==> src/bpa_defines.svh <==
// constants for backplane bus arbitration and clock timing
`ifndef BPA_DEFINES_SVH
`define BPA_DEFINES_SVH
`define BPA_CLK_NS      100
`define BPA_TCLK_NS     150
`define BPA_TCLK_CYC    ((`BPA_TCLK_NS + `BPA_CLK_NS - 1) / `BPA_CLK_NS)
`define BPA_TICK_NS     75
`define BPA_TICK_CYC    ((`BPA_TICK_NS + `BPA_CLK_NS - 1) / `BPA_CLK_NS)
`define BPA_MIN_PER     3'h2
`define BPA_RD_HOLD     2'h2
`define BPA_RD_HOLD_ERR 2'h3
`define BPA_CMD_HI      35
`define BPA_CMD_LO      32
`define BPA_PAR_SPLIT   18
`define BPA_CMD_MEM_RD  4'h0
`define BPA_CMD_MEM_WR  4'h1
`define BPA_CMD_RPW     4'h2
`define BPA_CMD_ST_RD   4'h3
`define BPA_CMD_ST_WR   4'h4
`define BPA_CMD_CON_RD  4'h5
`endif

==> src/bpa_pkg.sv <==
// types for backplane bus arbitration and clock timing
package bpa_pkg;
    typedef enum logic [2:0] {
        bpa_c_mem_rd, bpa_c_mem_wr, bpa_c_rpw, bpa_c_st_rd,
        bpa_c_st_wr, bpa_c_con_rd, bpa_c_other
    } bpa_cmd_t;
    typedef enum logic [2:0] {
        bpa_m_idle, bpa_m_rd_wait, bpa_m_rd_drv, bpa_m_wr_wait,
        bpa_m_rpw_wr, bpa_m_st_wait, bpa_m_st_busy
    } bpa_mem_st_t;
endpackage : bpa_pkg

==> src/bpa_top.sv <==
// transmit and receive clocks, arbiter, cycle clocks and memory responder
`timescale 1ns/1ns
`include "bpa_defines.svh"
module bpa_top (
    input  wire logic        clock,
    input  wire logic        rst_n,
    output logic             tclk,
    output logic             rclk,
    output logic             xmit_clk,
    output logic             bus_cycle_end,
    input  wire logic        fast_shift,
    input  wire logic [1:0]  ucode_extend,
    input  wire logic        hw_stretch,
    input  wire logic        gate_left,
    input  wire logic        gate_right,
    output logic             cycle_en_n,
    output logic             cycle_clock_tick,
    output logic             tick_left,
    output logic             tick_right,
    output logic             micro_clk_tick,
    input  wire logic [3:0]  bus_req,
    output logic [3:0]       bus_grant,
    input  wire logic        cmd_adr_cycle,
    input  wire logic        data_cycle_in,
    input  wire logic [35:0] data_in,
    input  wire logic [1:0]  par_in,
    output logic [35:0]      data_out,
    output logic [1:0]       par_out,
    output logic             data_oe,
    output logic             data_cycle_out,
    output logic             bad_data_out,
    output logic             io_data_cycle_out,
    output logic             mem_busy,
    output logic             io_busy_out,
    output logic             parity_err,
    input  wire logic        mem_ready,
    input  wire logic        ecc_corr,
    input  wire logic        ecc_uncorr,
    input  wire logic [35:0] mem_rd_data,
    input  wire logic [35:0] status_rd_data,
    input  wire logic        status_done,
    input  wire logic [35:0] console_reg,
    output logic [35:0]      mem_wr_data,
    output logic             mem_wr_valid,
    output logic             status_wr_valid
);

    // ******************************
    // helpers
    // ******************************
    function automatic logic [1:0] parity2(input logic [35:0] d);
        parity2 = {^d[35:`BPA_PAR_SPLIT], ^d[`BPA_PAR_SPLIT-1:0]};
    endfunction : parity2

    function automatic bpa_pkg::bpa_cmd_t cmd_of(input logic [35:0] d);
        case (d[`BPA_CMD_HI:`BPA_CMD_LO])
            `BPA_CMD_MEM_RD: cmd_of = bpa_pkg::bpa_c_mem_rd;
            `BPA_CMD_MEM_WR: cmd_of = bpa_pkg::bpa_c_mem_wr;
            `BPA_CMD_RPW:    cmd_of = bpa_pkg::bpa_c_rpw;
            `BPA_CMD_ST_RD:  cmd_of = bpa_pkg::bpa_c_st_rd;
            `BPA_CMD_ST_WR:  cmd_of = bpa_pkg::bpa_c_st_wr;
            `BPA_CMD_CON_RD: cmd_of = bpa_pkg::bpa_c_con_rd;
            default:         cmd_of = bpa_pkg::bpa_c_other;
        endcase
    endfunction : cmd_of

    // ******************************
    // transmit and receive clocks
    // ******************************
    logic [1:0] phase_reg;
    logic [1:0] phase_next;
    logic       tclk_reg;
    logic       rclk_reg;
    logic       t_end;

    assign t_end = (phase_reg == 2'(`BPA_TCLK_CYC - 1));
    assign phase_next = t_end ? 2'h0 : 2'(phase_reg + 2'h1);
    assign bus_cycle_end = t_end;

    always_ff @(posedge clock or negedge rst_n) begin
        if (!rst_n) begin
            phase_reg <= 2'h0;
            tclk_reg  <= 1'b0;
            rclk_reg  <= 1'b0;
        end else begin
            phase_reg <= phase_next;
            tclk_reg  <= (phase_next < 2'(`BPA_TCLK_CYC / 2));
            rclk_reg  <= (phase_next >= 2'(`BPA_TCLK_CYC / 2));
        end
    end

    assign tclk = tclk_reg;
    assign rclk = rclk_reg;
    // driver clock: high while either tclk or rclk is high
    assign xmit_clk = tclk_reg | rclk_reg;

    // ******************************
    // processor cycle clocks
    // ******************************
    logic [2:0] pcnt_reg;
    logic [2:0] cyc_len;
    logic       cyc_last;
    logic       parity_err_reg;

    // fast shift: one period per instruction
    assign cyc_len = fast_shift ? 3'h1
                   : 3'(`BPA_MIN_PER + {1'b0, ucode_extend});
    assign cyc_last = (3'(pcnt_reg + 3'h1) >= cyc_len) && !hw_stretch
                      && !parity_err_reg;
    assign cycle_en_n = !cyc_last;
    assign cycle_clock_tick = !cycle_en_n
        && (phase_reg >= 2'(`BPA_TCLK_CYC - `BPA_TICK_CYC));
    assign tick_left  = cycle_clock_tick && gate_left;
    assign tick_right = cycle_clock_tick && gate_right;
    assign micro_clk_tick = cycle_clock_tick && !fast_shift;

    always_ff @(posedge clock or negedge rst_n) begin
        if (!rst_n) begin
            pcnt_reg <= 3'h0;
        end else if (t_end) begin
            if (cyc_last) begin
                pcnt_reg <= 3'h0;
            end else if (pcnt_reg != 3'h7) begin
                pcnt_reg <= 3'(pcnt_reg + 3'h1);
            end
        end
    end

    // ******************************
    // arbiter
    // ******************************
    logic block_reg;
    logic ca_ext_reg;
    logic arb_ok;

    // memory never requests: four requesters only
    assign arb_ok = !block_reg && !mem_busy;

    always_comb begin
        bus_grant = 4'h0;
        if (arb_ok) begin
            if (bus_req[0]) begin
                bus_grant = 4'h1;
            end else if (bus_req[1]) begin
                bus_grant = 4'h2;
            end else if (bus_req[2]) begin
                bus_grant = 4'h4;
            end else if (bus_req[3]) begin
                bus_grant = 4'h8;
            end
        end
    end

    always_ff @(posedge clock or negedge rst_n) begin
        if (!rst_n) begin
            block_reg  <= 1'b0;
            ca_ext_reg <= 1'b0;
        end else if (t_end) begin
            if (|bus_grant) begin
                block_reg  <= 1'b1;
                ca_ext_reg <= 1'b1;
            end else if (block_reg && ca_ext_reg && cmd_adr_cycle) begin
                block_reg  <= 1'b1;
                ca_ext_reg <= 1'b0;
            end else begin
                block_reg  <= 1'b0;
                ca_ext_reg <= 1'b0;
            end
        end
    end

    // ******************************
    // memory responder
    // ******************************
    bpa_pkg::bpa_mem_st_t mst_reg;
    bpa_pkg::bpa_cmd_t    cmd_now;
    logic [1:0]           drv_cnt_reg;
    logic                 rpw_reg;
    logic                 err_hold_reg;

    assign cmd_now = cmd_of(data_in);
    assign mem_busy = (mst_reg == bpa_pkg::bpa_m_rd_wait)
                   || (mst_reg == bpa_pkg::bpa_m_rd_drv)
                   || (mst_reg == bpa_pkg::bpa_m_wr_wait)
                   || (mst_reg == bpa_pkg::bpa_m_rpw_wr);
    assign io_busy_out = (mst_reg == bpa_pkg::bpa_m_st_busy);

    always_ff @(posedge clock or negedge rst_n) begin
        if (!rst_n) begin
            mst_reg      <= bpa_pkg::bpa_m_idle;
            drv_cnt_reg  <= 2'h0;
            rpw_reg      <= 1'b0;
            err_hold_reg <= 1'b0;
        end else if (t_end) begin
            case (mst_reg)
                bpa_pkg::bpa_m_idle: begin
                    if (cmd_adr_cycle) begin
                        case (cmd_now)
                            bpa_pkg::bpa_c_mem_rd: begin
                                mst_reg <= bpa_pkg::bpa_m_rd_wait;
                                rpw_reg <= 1'b0;
                            end
                            bpa_pkg::bpa_c_rpw: begin
                                mst_reg <= bpa_pkg::bpa_m_rd_wait;
                                rpw_reg <= 1'b1;
                            end
                            bpa_pkg::bpa_c_mem_wr: begin
                                mst_reg <= bpa_pkg::bpa_m_wr_wait;
                            end
                            bpa_pkg::bpa_c_st_wr: begin
                                mst_reg <= bpa_pkg::bpa_m_st_wait;
                            end
                            // adapter i/o and interrupt queries pass
                            default: begin
                                mst_reg <= bpa_pkg::bpa_m_idle;
                            end
                        endcase
                    end
                end
                bpa_pkg::bpa_m_rd_wait: begin
                    if (mem_ready) begin
                        mst_reg      <= bpa_pkg::bpa_m_rd_drv;
                        err_hold_reg <= ecc_corr | ecc_uncorr;
                        drv_cnt_reg  <= (ecc_corr | ecc_uncorr)
                                        ? 2'(`BPA_RD_HOLD_ERR - 2'h1)
                                        : 2'(`BPA_RD_HOLD - 2'h1);
                    end
                end
                bpa_pkg::bpa_m_rd_drv: begin
                    if (drv_cnt_reg == 2'h0) begin
                        mst_reg <= rpw_reg ? bpa_pkg::bpa_m_rpw_wr
                                           : bpa_pkg::bpa_m_idle;
                    end else begin
                        drv_cnt_reg <= 2'(drv_cnt_reg - 2'h1);
                    end
                end
                bpa_pkg::bpa_m_wr_wait, bpa_pkg::bpa_m_rpw_wr: begin
                    if (data_cycle_in) begin
                        mst_reg <= bpa_pkg::bpa_m_idle;
                    end
                end
                bpa_pkg::bpa_m_st_wait: begin
                    if (data_cycle_in) begin
                        mst_reg <= bpa_pkg::bpa_m_st_busy;
                    end
                end
                bpa_pkg::bpa_m_st_busy: begin
                    if (status_done) begin
                        mst_reg <= bpa_pkg::bpa_m_idle;
                    end
                end
                default: begin
                    mst_reg <= bpa_pkg::bpa_m_idle;
                end
            endcase
        end
    end

    // ******************************
    // bus drive and write capture
    // ******************************
    logic [35:0] data_out_reg;
    logic        data_oe_reg;
    logic        data_cycle_reg;
    logic        bad_data_reg;
    logic        io_dc_reg;
    logic [35:0] wr_data_reg;
    logic        wr_valid_reg;
    logic        st_valid_reg;
    logic        idle_cmd;

    assign idle_cmd = (mst_reg == bpa_pkg::bpa_m_idle) && cmd_adr_cycle;

    always_ff @(posedge clock or negedge rst_n) begin
        if (!rst_n) begin
            data_out_reg   <= 36'h0;
            data_oe_reg    <= 1'b0;
            data_cycle_reg <= 1'b0;
            bad_data_reg   <= 1'b0;
            io_dc_reg      <= 1'b0;
        end else if (t_end) begin
            data_cycle_reg <= 1'b0;
            bad_data_reg   <= 1'b0;
            io_dc_reg      <= 1'b0;
            data_oe_reg    <= 1'b0;
            if (mst_reg == bpa_pkg::bpa_m_rd_wait && mem_ready) begin
                data_out_reg   <= mem_rd_data;
                data_oe_reg    <= 1'b1;
                data_cycle_reg <= 1'b1;
                bad_data_reg   <= ecc_uncorr;
            end else if (mst_reg == bpa_pkg::bpa_m_rd_drv
                         && drv_cnt_reg != 2'h0) begin
                data_oe_reg <= 1'b1;
            end else if (idle_cmd && cmd_now == bpa_pkg::bpa_c_st_rd) begin
                data_out_reg <= status_rd_data;
                data_oe_reg  <= 1'b1;
                io_dc_reg    <= 1'b1;
            end else if (idle_cmd && cmd_now == bpa_pkg::bpa_c_con_rd) begin
                data_out_reg <= console_reg;
                data_oe_reg  <= 1'b1;
                io_dc_reg    <= 1'b1;
            end
        end
    end

    always_ff @(posedge clock or negedge rst_n) begin
        if (!rst_n) begin
            wr_data_reg  <= 36'h0;
            wr_valid_reg <= 1'b0;
            st_valid_reg <= 1'b0;
        end else begin
            wr_valid_reg <= 1'b0;
            st_valid_reg <= 1'b0;
            if (t_end && data_cycle_in) begin
                if (mst_reg == bpa_pkg::bpa_m_wr_wait
                    || mst_reg == bpa_pkg::bpa_m_rpw_wr) begin
                    wr_data_reg  <= data_in;
                    wr_valid_reg <= 1'b1;
                end else if (mst_reg == bpa_pkg::bpa_m_st_wait) begin
                    wr_data_reg  <= data_in;
                    st_valid_reg <= 1'b1;
                end
            end
        end
    end

    // stops processor cycle ticks until reset
    always_ff @(posedge clock or negedge rst_n) begin
        if (!rst_n) begin
            parity_err_reg <= 1'b0;
        end else if (t_end && (cmd_adr_cycle || data_cycle_in)
                     && parity2(data_in) != par_in) begin
            parity_err_reg <= 1'b1;
        end
    end

    assign data_out          = data_out_reg;
    assign par_out           = data_oe_reg ? parity2(data_out_reg) : 2'h0;
    assign data_oe           = data_oe_reg;
    assign data_cycle_out    = data_cycle_reg;
    assign bad_data_out      = bad_data_reg;
    assign io_data_cycle_out = io_dc_reg;
    assign parity_err        = parity_err_reg;
    assign mem_wr_data       = wr_data_reg;
    assign mem_wr_valid      = wr_valid_reg;
    assign status_wr_valid   = st_valid_reg;

    // ******************************
    // checks
    // ******************************
    property p_tick_ends;
        @(posedge clock) disable iff (!rst_n)
        cycle_clock_tick |-> t_end ##1 (phase_reg == 2'h0);
    endproperty
    a_tick_ends: assert property (p_tick_ends)
        else $error("cycle tick not at end of period");

    property p_tick_low_en;
        @(posedge clock) disable iff (!rst_n)
        cycle_clock_tick |-> !cycle_en_n && !parity_err;
    endproperty
    a_tick_low_en: assert property (p_tick_low_en)
        else $error("cycle tick while enable high");

    property p_min_cycle;
        @(posedge clock) disable iff (!rst_n)
        (cycle_clock_tick && !fast_shift) |-> $past(pcnt_reg) >= 3'h1
            || pcnt_reg >= 3'h1;
    endproperty
    a_min_cycle: assert property (p_min_cycle)
        else $error("processor cycle shorter than two periods");

    property p_one_grant;
        @(posedge clock) disable iff (!rst_n)
        $onehot0(bus_grant) and (bus_req[0] && arb_ok |-> bus_grant == 4'h1);
    endproperty
    a_one_grant: assert property (p_one_grant)
        else $error("grant not single or not by priority");

    property p_no_req;
        @(posedge clock) disable iff (!rst_n)
        bus_req == 4'h0 |-> bus_grant == 4'h0;
    endproperty
    a_no_req: assert property (p_no_req)
        else $error("grant without request");

    property p_grant_block;
        @(posedge clock) disable iff (!rst_n)
        (|bus_grant && t_end) |=> (bus_grant == 4'h0) [*2];
    endproperty
    a_grant_block: assert property (p_grant_block)
        else $error("grant issued in blocked cycle");

    property p_ca_block;
        @(posedge clock) disable iff (!rst_n)
        (|bus_grant && t_end) ##2 (cmd_adr_cycle && t_end)
            |=> (bus_grant == 4'h0) [*2];
    endproperty
    a_ca_block: assert property (p_ca_block)
        else $error("no extra block after command cycle");

    property p_mem_freeze;
        @(posedge clock) disable iff (!rst_n)
        (t_end && idle_cmd && cmd_now == bpa_pkg::bpa_c_mem_rd)
            |=> mem_busy && bus_grant == 4'h0;
    endproperty
    a_mem_freeze: assert property (p_mem_freeze)
        else $error("memory read did not freeze arbiter");

    property p_rd_hold;
        @(posedge clock) disable iff (!rst_n)
        $rose(data_cycle_out) |-> data_oe [*4];
    endproperty
    a_rd_hold: assert property (p_rd_hold)
        else $error("read data held under two cycles");

    property p_con_rd;
        @(posedge clock) disable iff (!rst_n)
        (t_end && idle_cmd && cmd_now == bpa_pkg::bpa_c_con_rd)
            |=> io_data_cycle_out && data_oe && data_out == $past(console_reg);
    endproperty
    a_con_rd: assert property (p_con_rd)
        else $error("console register not returned at once");

    property p_par_err;
        @(posedge clock) disable iff (!rst_n)
        (t_end && (cmd_adr_cycle || data_cycle_in)
            && parity2(data_in) != par_in) |=> parity_err
            ##1 !cycle_clock_tick;
    endproperty
    a_par_err: assert property (p_par_err)
        else $error("parity error not caught");

endmodule : bpa_top

==> config.mk <==
export PLATFORM = sky130hd
export DESIGN_NAME = bpa_top
export DESIGN_NICKNAME = d
export VERILOG_FILES = /design/src/bpa_pkg.sv /design/src/bpa_top.sv
export VERILOG_INCLUDE_DIRS = /design/src /design/src/src
export SDC_FILE = /design/constraint.sdc
export NUM_CORES = 1
export LEC_CHECK = 0
export BUFFER_PORTS_ARGS = -buffer_cell sky130_fd_sc_hd__buf_4
export CORE_MARGIN = 5
export CORE_UTILIZATION = 47
export CTS_BUF_LIST = sky130_fd_sc_hd__clkbuf_4 sky130_fd_sc_hd__clkbuf_8 sky130_fd_sc_hd__clkbuf_16
export DETAILED_ROUTE_END_ITERATION = 7
export GPL_TIMING_DRIVEN = 0
export PLACE_DENSITY = 0.92
export SYNTH_ARGS = -nofsm -noshare
export SYNTH_HDL_FRONTEND = slang
export SYNTH_SLANG_ARGS = --single-unit
==> constraint.sdc <==
create_clock -name clock -period 3.3 [get_ports clock]
set_clock_uncertainty 0.15 [all_clocks]
set_input_delay 0.495 -clock clock [delete_from_list [all_inputs] [get_ports clock]]
set_output_delay 0.495 -clock clock [all_outputs]
set_load 0.01 [all_outputs]
==> results of run 1 <==
## power by group
part / switching (uW) / internal [uW]
logic: 1460 / 1930
clock network: 429 / 699
registers: 357 / 1570
total: 2240 / 4200
## how the worst max path moves through the flow
stage,start,end
floorplan,fast_shift,tick_left
global placement,data_in[34],data_out[6]$_DFFE_PN0P_
detailed placement,data_in[34],data_out[19]$_DFFE_PN0P_
CTS,pcnt_reg[0]$_DFFE_PN0P_,tick_left
global route,pcnt_reg[0]$_DFFE_PN0P_,tick_left
finish,pcnt_reg[0]$_DFFE_PN0P_,tick_left
## layout make-up
cell class	instances	area share (%)
repair buffers	259	24.4
clock buffers	12	3.18
inverters	12	0.565
well taps	143	2.24
plain buffers	30	1.77
clock inverters	4	0.879
flip-flops and latches	94	29.5
multi-input cells	415	37.5
## layout by cell type (no fill, tap or decap), types with 5 or more instances in the layout
master     count
nand2b_1       7
xnor2_1       52
nor3_1         8
and2_1         5
ha_1          13
and3_1         6
mux2_2        72
nand2_1       91
dfrtp_1       94
clkbuf_16      9
nand3b_1       5
buf_2          5
xor2_1         5
a21oi_1        8
inv_1         12
a31oi_1       36
o21ai_0        7
mux2i_1        5
clkbuf_1      21
buf_4        259
nor2_1        51
or2_2          5
xnor3_1        5
## per-stage QoR
stage	power [uW]	utilization [%]	instances	setup WS (ps)
floorplan	4000	-	551	558
global placement	5220	66.7	953	38.7
detailed placement	5320	66.7	953	26.4
CTS	6510	69.5	969	186
global route	6850	69.5	969	34.5
finish	6440	69.5	969	217
## routing by layer
metal | vias up | share of wire (%) | GRT usage [%]
met5 | - | 0 | 0
met4 | 0 | 1.7 | 7.58
met3 | 24 | 9.9 | 8.88
met2 | 220 | 51 | 42.3
met1 | 2466 | 38 | 26.8
li1 | 2433 | - | -
## kinds of logic (layout without fill, tap and decap cells)
kind of cell | Yosys count | in the layout | share of synthesized area, %
simple gates | 193 | 193 | 16.0
mux | 78 | 78 | 15.8
fa+ha+maj | 13 | 13 | 2.94
buf+inv | 42 | 317 | 3.37
flops | 94 | 94 | 42.6
compound gates | 69 | 69 | 8.33
xor+xnor | 62 | 62 | 11.1
## worst max-delay path, cell delays in order, from the launching register on
cell      delay [ps]
dfrtp_1          420
ha_1             220
ha_1             300
ha_1             280
a21oi_1          100
or2_2            300
clkbuf_1         150
nor3b_1          190
buf_4            150
==> impl_metrics.csv, run 1 <==
group,metric,value,unit
run_status,status,"finished, final reports clean",
yosys,synth.most_common_cell,"dfrtp_1",
cts,cts_max_path_buffers,2,
yosys,synth_edf_count,0,
detailed_routing,drc,0,
cts,root_buffer,"clkbuf_16",
place,io_buffer_count,259,
floorplanning,io-pin-count,260,
cts,cts_setup_buffers,0,
finish,regArea,2350,um2
finish,nFillCells,880,
cts,htreeDepth,3,
critical_path,cp.arrival,2440,ps
timing,setup_viol,0,
yosys,synth_area_per_cell,10.0,um2
cts,cts-resized-gates,0,
yosys,synth_area_leaders,"dfrtp_1 43%, mux2_2 15%, xnor2_1 8.2%",
timing,finalHoldViolCount,0,
timing,fin_tns_setup,0,ps
critical_path,reg2reg_from,"mst_reg[0]$_DFFE_PN0P_",
yosys,synth.cell_area,5530,um2
power_and_ir_drop,p_per_area,808,nW/um2
timing,fmax,324,MHz
timing,slew_headroom,19.8,%
floorplanning,die_w,118,um
yosys,synth_top_area_cell,"dfrtp_1",
yosys,ys_types,48,
finish,syn_to_final_growth,44.3,%
critical_path,cp.required,2650,ps
global_routing,grtUsageTotal,23.9,%
finish,multi_input_area,2990,um2
timing,min_period_over_period,93.4,%
cts,clock_latency,330,ps
cts,path_clk_slew,60,ps
detailed_routing,routed_via_density,5.31,
global_routing,overflow,0,
timing,min_period,3080,ps
critical_path,crit_fanout,5,
floorplanning,rows,39,
yosys,netlist_instances,551,
detailed_routing,routed_wl,17.0,mm
detailed_routing,wl_per_cell,17.5,um
power_and_ir_drop,p_leak,0.00398,uW
critical_path,timing_worst_setup_path_type,"reg2out",
critical_path,cp-end-kind,"output port",
global_routing,grt_pass1_wl,27.4,mm
global_routing,grt_max_degree,95,
global_routing,grt_pass1_vias,5442,
hold_path,min_path_type,"in2async",
floorplanning,start_util,48.2,%
yosys,synth_flop_cell,"dfrtp_1",
cts,cts_made_buffers,9,
timing,drv_slew,0,
critical_path,worst_r2r_path_depth,6,
floorplanning,fp.coreArea,11500,um2
timing,rsz0062_at_grt,"false",
power_and_ir_drop,irDropWorstVdd,0.000599,V
yosys,synth_top_area_share,42.6,%
timing,fin_hold_ws,244,ps
cts,cts_tree,"yes",
cts,hold_buffers,0,
critical_path,r2r-end,"data_out[31]$_DFFE_PN0P_",
yosys,ys_async_sr_fraction,100,%
finish,diodes,0,
cts,clkSinkCount,94,
place,placed_area,7650,um2
critical_path,reg2reg_slack,480,ps
finish,drive_gt1_share,43.9,%
yosys,yosys_warnings,0,
place,dp_hpwl,13.4,mm
detailed_routing,vias,5143,
floorplanning,die_h,118,um
yosys,synth_nets,728,
finish,design_area,7980,um2
yosys,seq_area_frac_synth,42.6,%
place,gp_congestion,0.814,
floorplanning,die-area,14000,um2
yosys,synth-seq-cells,94,
detailed_routing,dr.pass1.iters,4,
detailed_routing,drt_iter0_drc,247,
detailed_routing,ant_nets,0,
flow_run,cap_violations,0,
critical_path,cp-start-kind,"register",
global_routing,antenna_found_initial,0,
yosys,netlist_top_cells_count,"94 x dfrtp_1, 91 x nand2_1, 72 x mux2_2, 52 x xnor2_1, 51 x nor2_1",
finish,final_nets,998,
timing,worst_pin_slew,1200,ps
(Power assumes the default switching activity.)
==> run 2: changes to the inputs <==
--- a/config.mk
+++ b/config.mk
@@ -8,11 +8,11 @@
 export LEC_CHECK = 0
 export BUFFER_PORTS_ARGS = -buffer_cell sky130_fd_sc_hd__buf_4
 export CORE_MARGIN = 5
-export CORE_UTILIZATION = 47
+export CORE_UTILIZATION = 43
 export CTS_BUF_LIST = sky130_fd_sc_hd__clkbuf_4 sky130_fd_sc_hd__clkbuf_8 sky130_fd_sc_hd__clkbuf_16
 export DETAILED_ROUTE_END_ITERATION = 7
 export GPL_TIMING_DRIVEN = 0
-export PLACE_DENSITY = 0.92
+export PLACE_DENSITY = 0.89
 export SYNTH_ARGS = -nofsm -noshare
 export SYNTH_HDL_FRONTEND = slang
 export SYNTH_SLANG_ARGS = --single-unit
==> constraint.sdc (replaced) <==
create_clock -name clock -period 2.5 [get_ports clock]
set_clock_uncertainty 0.15 [all_clocks]
set_input_delay 0.375 -clock clock [delete_from_list [all_inputs] [get_ports clock]]
set_output_delay 0.375 -clock clock [all_outputs]
set_load 0.01 [all_outputs]
==> impl_metrics.csv, run 2 (synthesis results as in run 1) <==
group,metric,value,unit
detailed_routing,routed_via_density,5.21,
timing,min_period,2580,ps
timing,min_period_over_period,103,%
critical_path,cp-start-kind,"register",
critical_path,reg2reg_slack,80,ps
cts,cts_tree,"yes",
critical_path,cp.arrival,2060,ps
global_routing,busiest_layer,"met2",
cts,path_clk_slew,70,ps
global_routing,antenna_found_initial,0,
timing,setup_viol,4,
hold_path,min_path_type,"in2async",
place,gp_congestion,0.802,
global_routing,overflow,0,
detailed_routing,drt_iter0_drc,310,
detailed_routing,ant_nets,0,
detailed_routing,drc,0,
detailed_routing,dr.pass1.iters,4,
finish,nFillCells,980,
timing,fin_tns_setup,-228,ps
global_routing,grt_pass1_wl,27.0,mm
critical_path,timing_worst_setup_path_type,"reg2out",
global_routing,grtUsageMet3,7.23,%
finish,drive_gt1_share,49.3,%
finish,final_nets,1015,
detailed_routing,wl_per_cell,18.6,um
critical_path,cp-end-kind,"output port",
power_and_ir_drop,pwr-share-comb,58.4,%
power_and_ir_drop,p_leak,0.00425,uW
timing,finalHoldViolCount,0,
place,pre_cts_ws,-652,ps
power_and_ir_drop,p_per_area,1090,nW/um2
critical_path,reg2reg_from,"mst_reg[2]$_DFFE_PN0P_",
floorplanning,start_util,43.8,%
power_and_ir_drop,p_clk_share,13.7,%
finish,diodes,0,
power_and_ir_drop,switching_share,35.7,%
critical_path,r2r-end,"data_out[19]$_DFFE_PN0P_",
detailed_routing,routed_wl,18.8,mm
global_routing,grtUsageTotal,23.2,%
run_status,violations,"negative setup slack",
timing,timing.final.ws_setup,-83.5,ps
power_and_ir_drop,p_switching,3300,uW
timing,rsz0062_at_grt,"true",
finish,syn_to_final_growth,53.7,%
global_routing,grt_max_degree,95,
flow_run,cap_violations,0,
cts,hold_buffers,0,
critical_path,worst_r2r_path_depth,6,
cts,htreeDepth,3,
place,io_buffer_count,259,
cts,cts_max_path_buffers,2,
run_status,status,"finished, violations left",
timing,fmax,387,MHz
timing,fin_hold_ws,120,ps
finish,final_common_cell,"buf_4",
detailed_routing,vias,5293,
finish,fin_util,67.3,%
critical_path,cp.required,1980,ps
floorplanning,die_w,123,um
timing,worst_pin_slew,1210,ps
floorplanning,die-area,15200,um2
floorplanning,die_h,123,um
floorplanning,rows,41,
finish,final_cell_mix,"272 x buf_4, 93 x dfrtp_1, 90 x nand2_1",
power_and_ir_drop,irDropWorstVdd,0.000848,V
floorplanning,fp.coreArea,12600,um2
global_routing,grt_pass1_vias,5401,
cts,cts_made_buffers,9,
cts,clock_latency,340,ps
power_and_ir_drop,intPower,5930,uW
cts,clkSinkCount,94,
place,dp_hpwl,13.7,mm
power_and_ir_drop,p_seq_share,27.9,%
timing,slew_headroom,19.4,%
timing,drv_slew,0,
global_routing,use_met1,27.0,%
critical_path,critPathLaunch,"pcnt_reg[0]$_DFFE_PN0P_",
cts,root_buffer,"clkbuf_16",
global_routing,use_met2,39.7,%
floorplanning,io-pin-count,260,
critical_path,crit_fanout,5,
==> run 2: cell count changes in the layout (fill, tap and decap cells not counted), moves of 6 or more <==
cell and delta:
clkbuf_2 +7, ha_1 -6, mux2_4 +31, clkbuf_1 -12, buf_4 +13, xnor2_1 -6
xnor2_2 +6, mux2_2 -30
==> run 2: power groups by stage <==
| stage | Clock [uW] | Combinational (uW) | Sequential [uW] |
|---|---|---|---|
| 2_1_floorplan | 0 | 2590 | 2700 |
| 3_3_place_gp | 0 | 4400 | 2510 |
| 3_5_place_dp | 0 | 4510 | 2550 |
| 4_1_cts | 1280 | 4850 | 2540 |
| 5_1_grt | 1350 | 5760 | 2650 |
| 6_report | 1260 | 5390 | 2580 |
==> run 2: critical path: stages (launching register included) <==
cell and delay [ps]:
dfrtp_1 420, ha_4 180, ha_4 220, ha_4 270, a21oi_4 50, or2_4 260, nor3_2 170, buf_4 140
==> run 2: final cells by class <==
cell class / instances / area, um2 / area share [%]
Timing Repair Buffer: 280 / 2190 / 25.8
Clock buffer: 9 / 225 / 2.65
Inverter: 12 / 45.0 / 0.530
Tap cell: 172 / 215 / 2.53
Multi-Input combinational cell: 415 / 3270 / 38.4
Sequential cell: 94 / 2350 / 27.7
Buffer: 26 / 159 / 1.87
Clock inverter: 7 / 41.3 / 0.486
==> run 2: what timing repair did <==
| action | 4_1_cts | 5_1_grt |
|---|---|---|
| gates resized for setup | 23 | 64 |
| endpoints found under the setup margin | 73 | 69 |
| setup buffers | 15 | 2 |
| pin swaps | 10 | 7 |
| gates cloned | 2 | 2 |
==> run 2: worst max path at each step <==
| stage | to | cells after the start |
|---|---|---|
| 2_1_floorplan | tick_left | 7 |
| 3_3_place_gp | data_out[6]$_DFFE_PN0P_ | 10 |
| 3_5_place_dp | data_out[32]$_DFFE_PN0P_ | 10 |
| 4_1_cts | tick_left | 7 |
| 5_1_grt | micro_clk_tick | 7 |
| 6_report | micro_clk_tick | 7 |
==> run 2: metal layers <==
layer  up-vias  part of all wire, %  wire length (um)
met5         -                    0                 0
met4         0                  2.5               477
met3        34                  9.4              1770
met2       264                   49              9320
met1      2527                   39              7280
li1       2468                    -                 -
==> run 2: through the flow <==
step	std cells	total power, uW	instance area [um2]
3_3_place_gp	982	6910	7700
3_5_place_dp	982	7060	7700
5_1_grt	1015	9760	8500
2_1_floorplan	551	5280	5540
6_report	1015	9230	8500
4_1_cts	1013	8670	8220
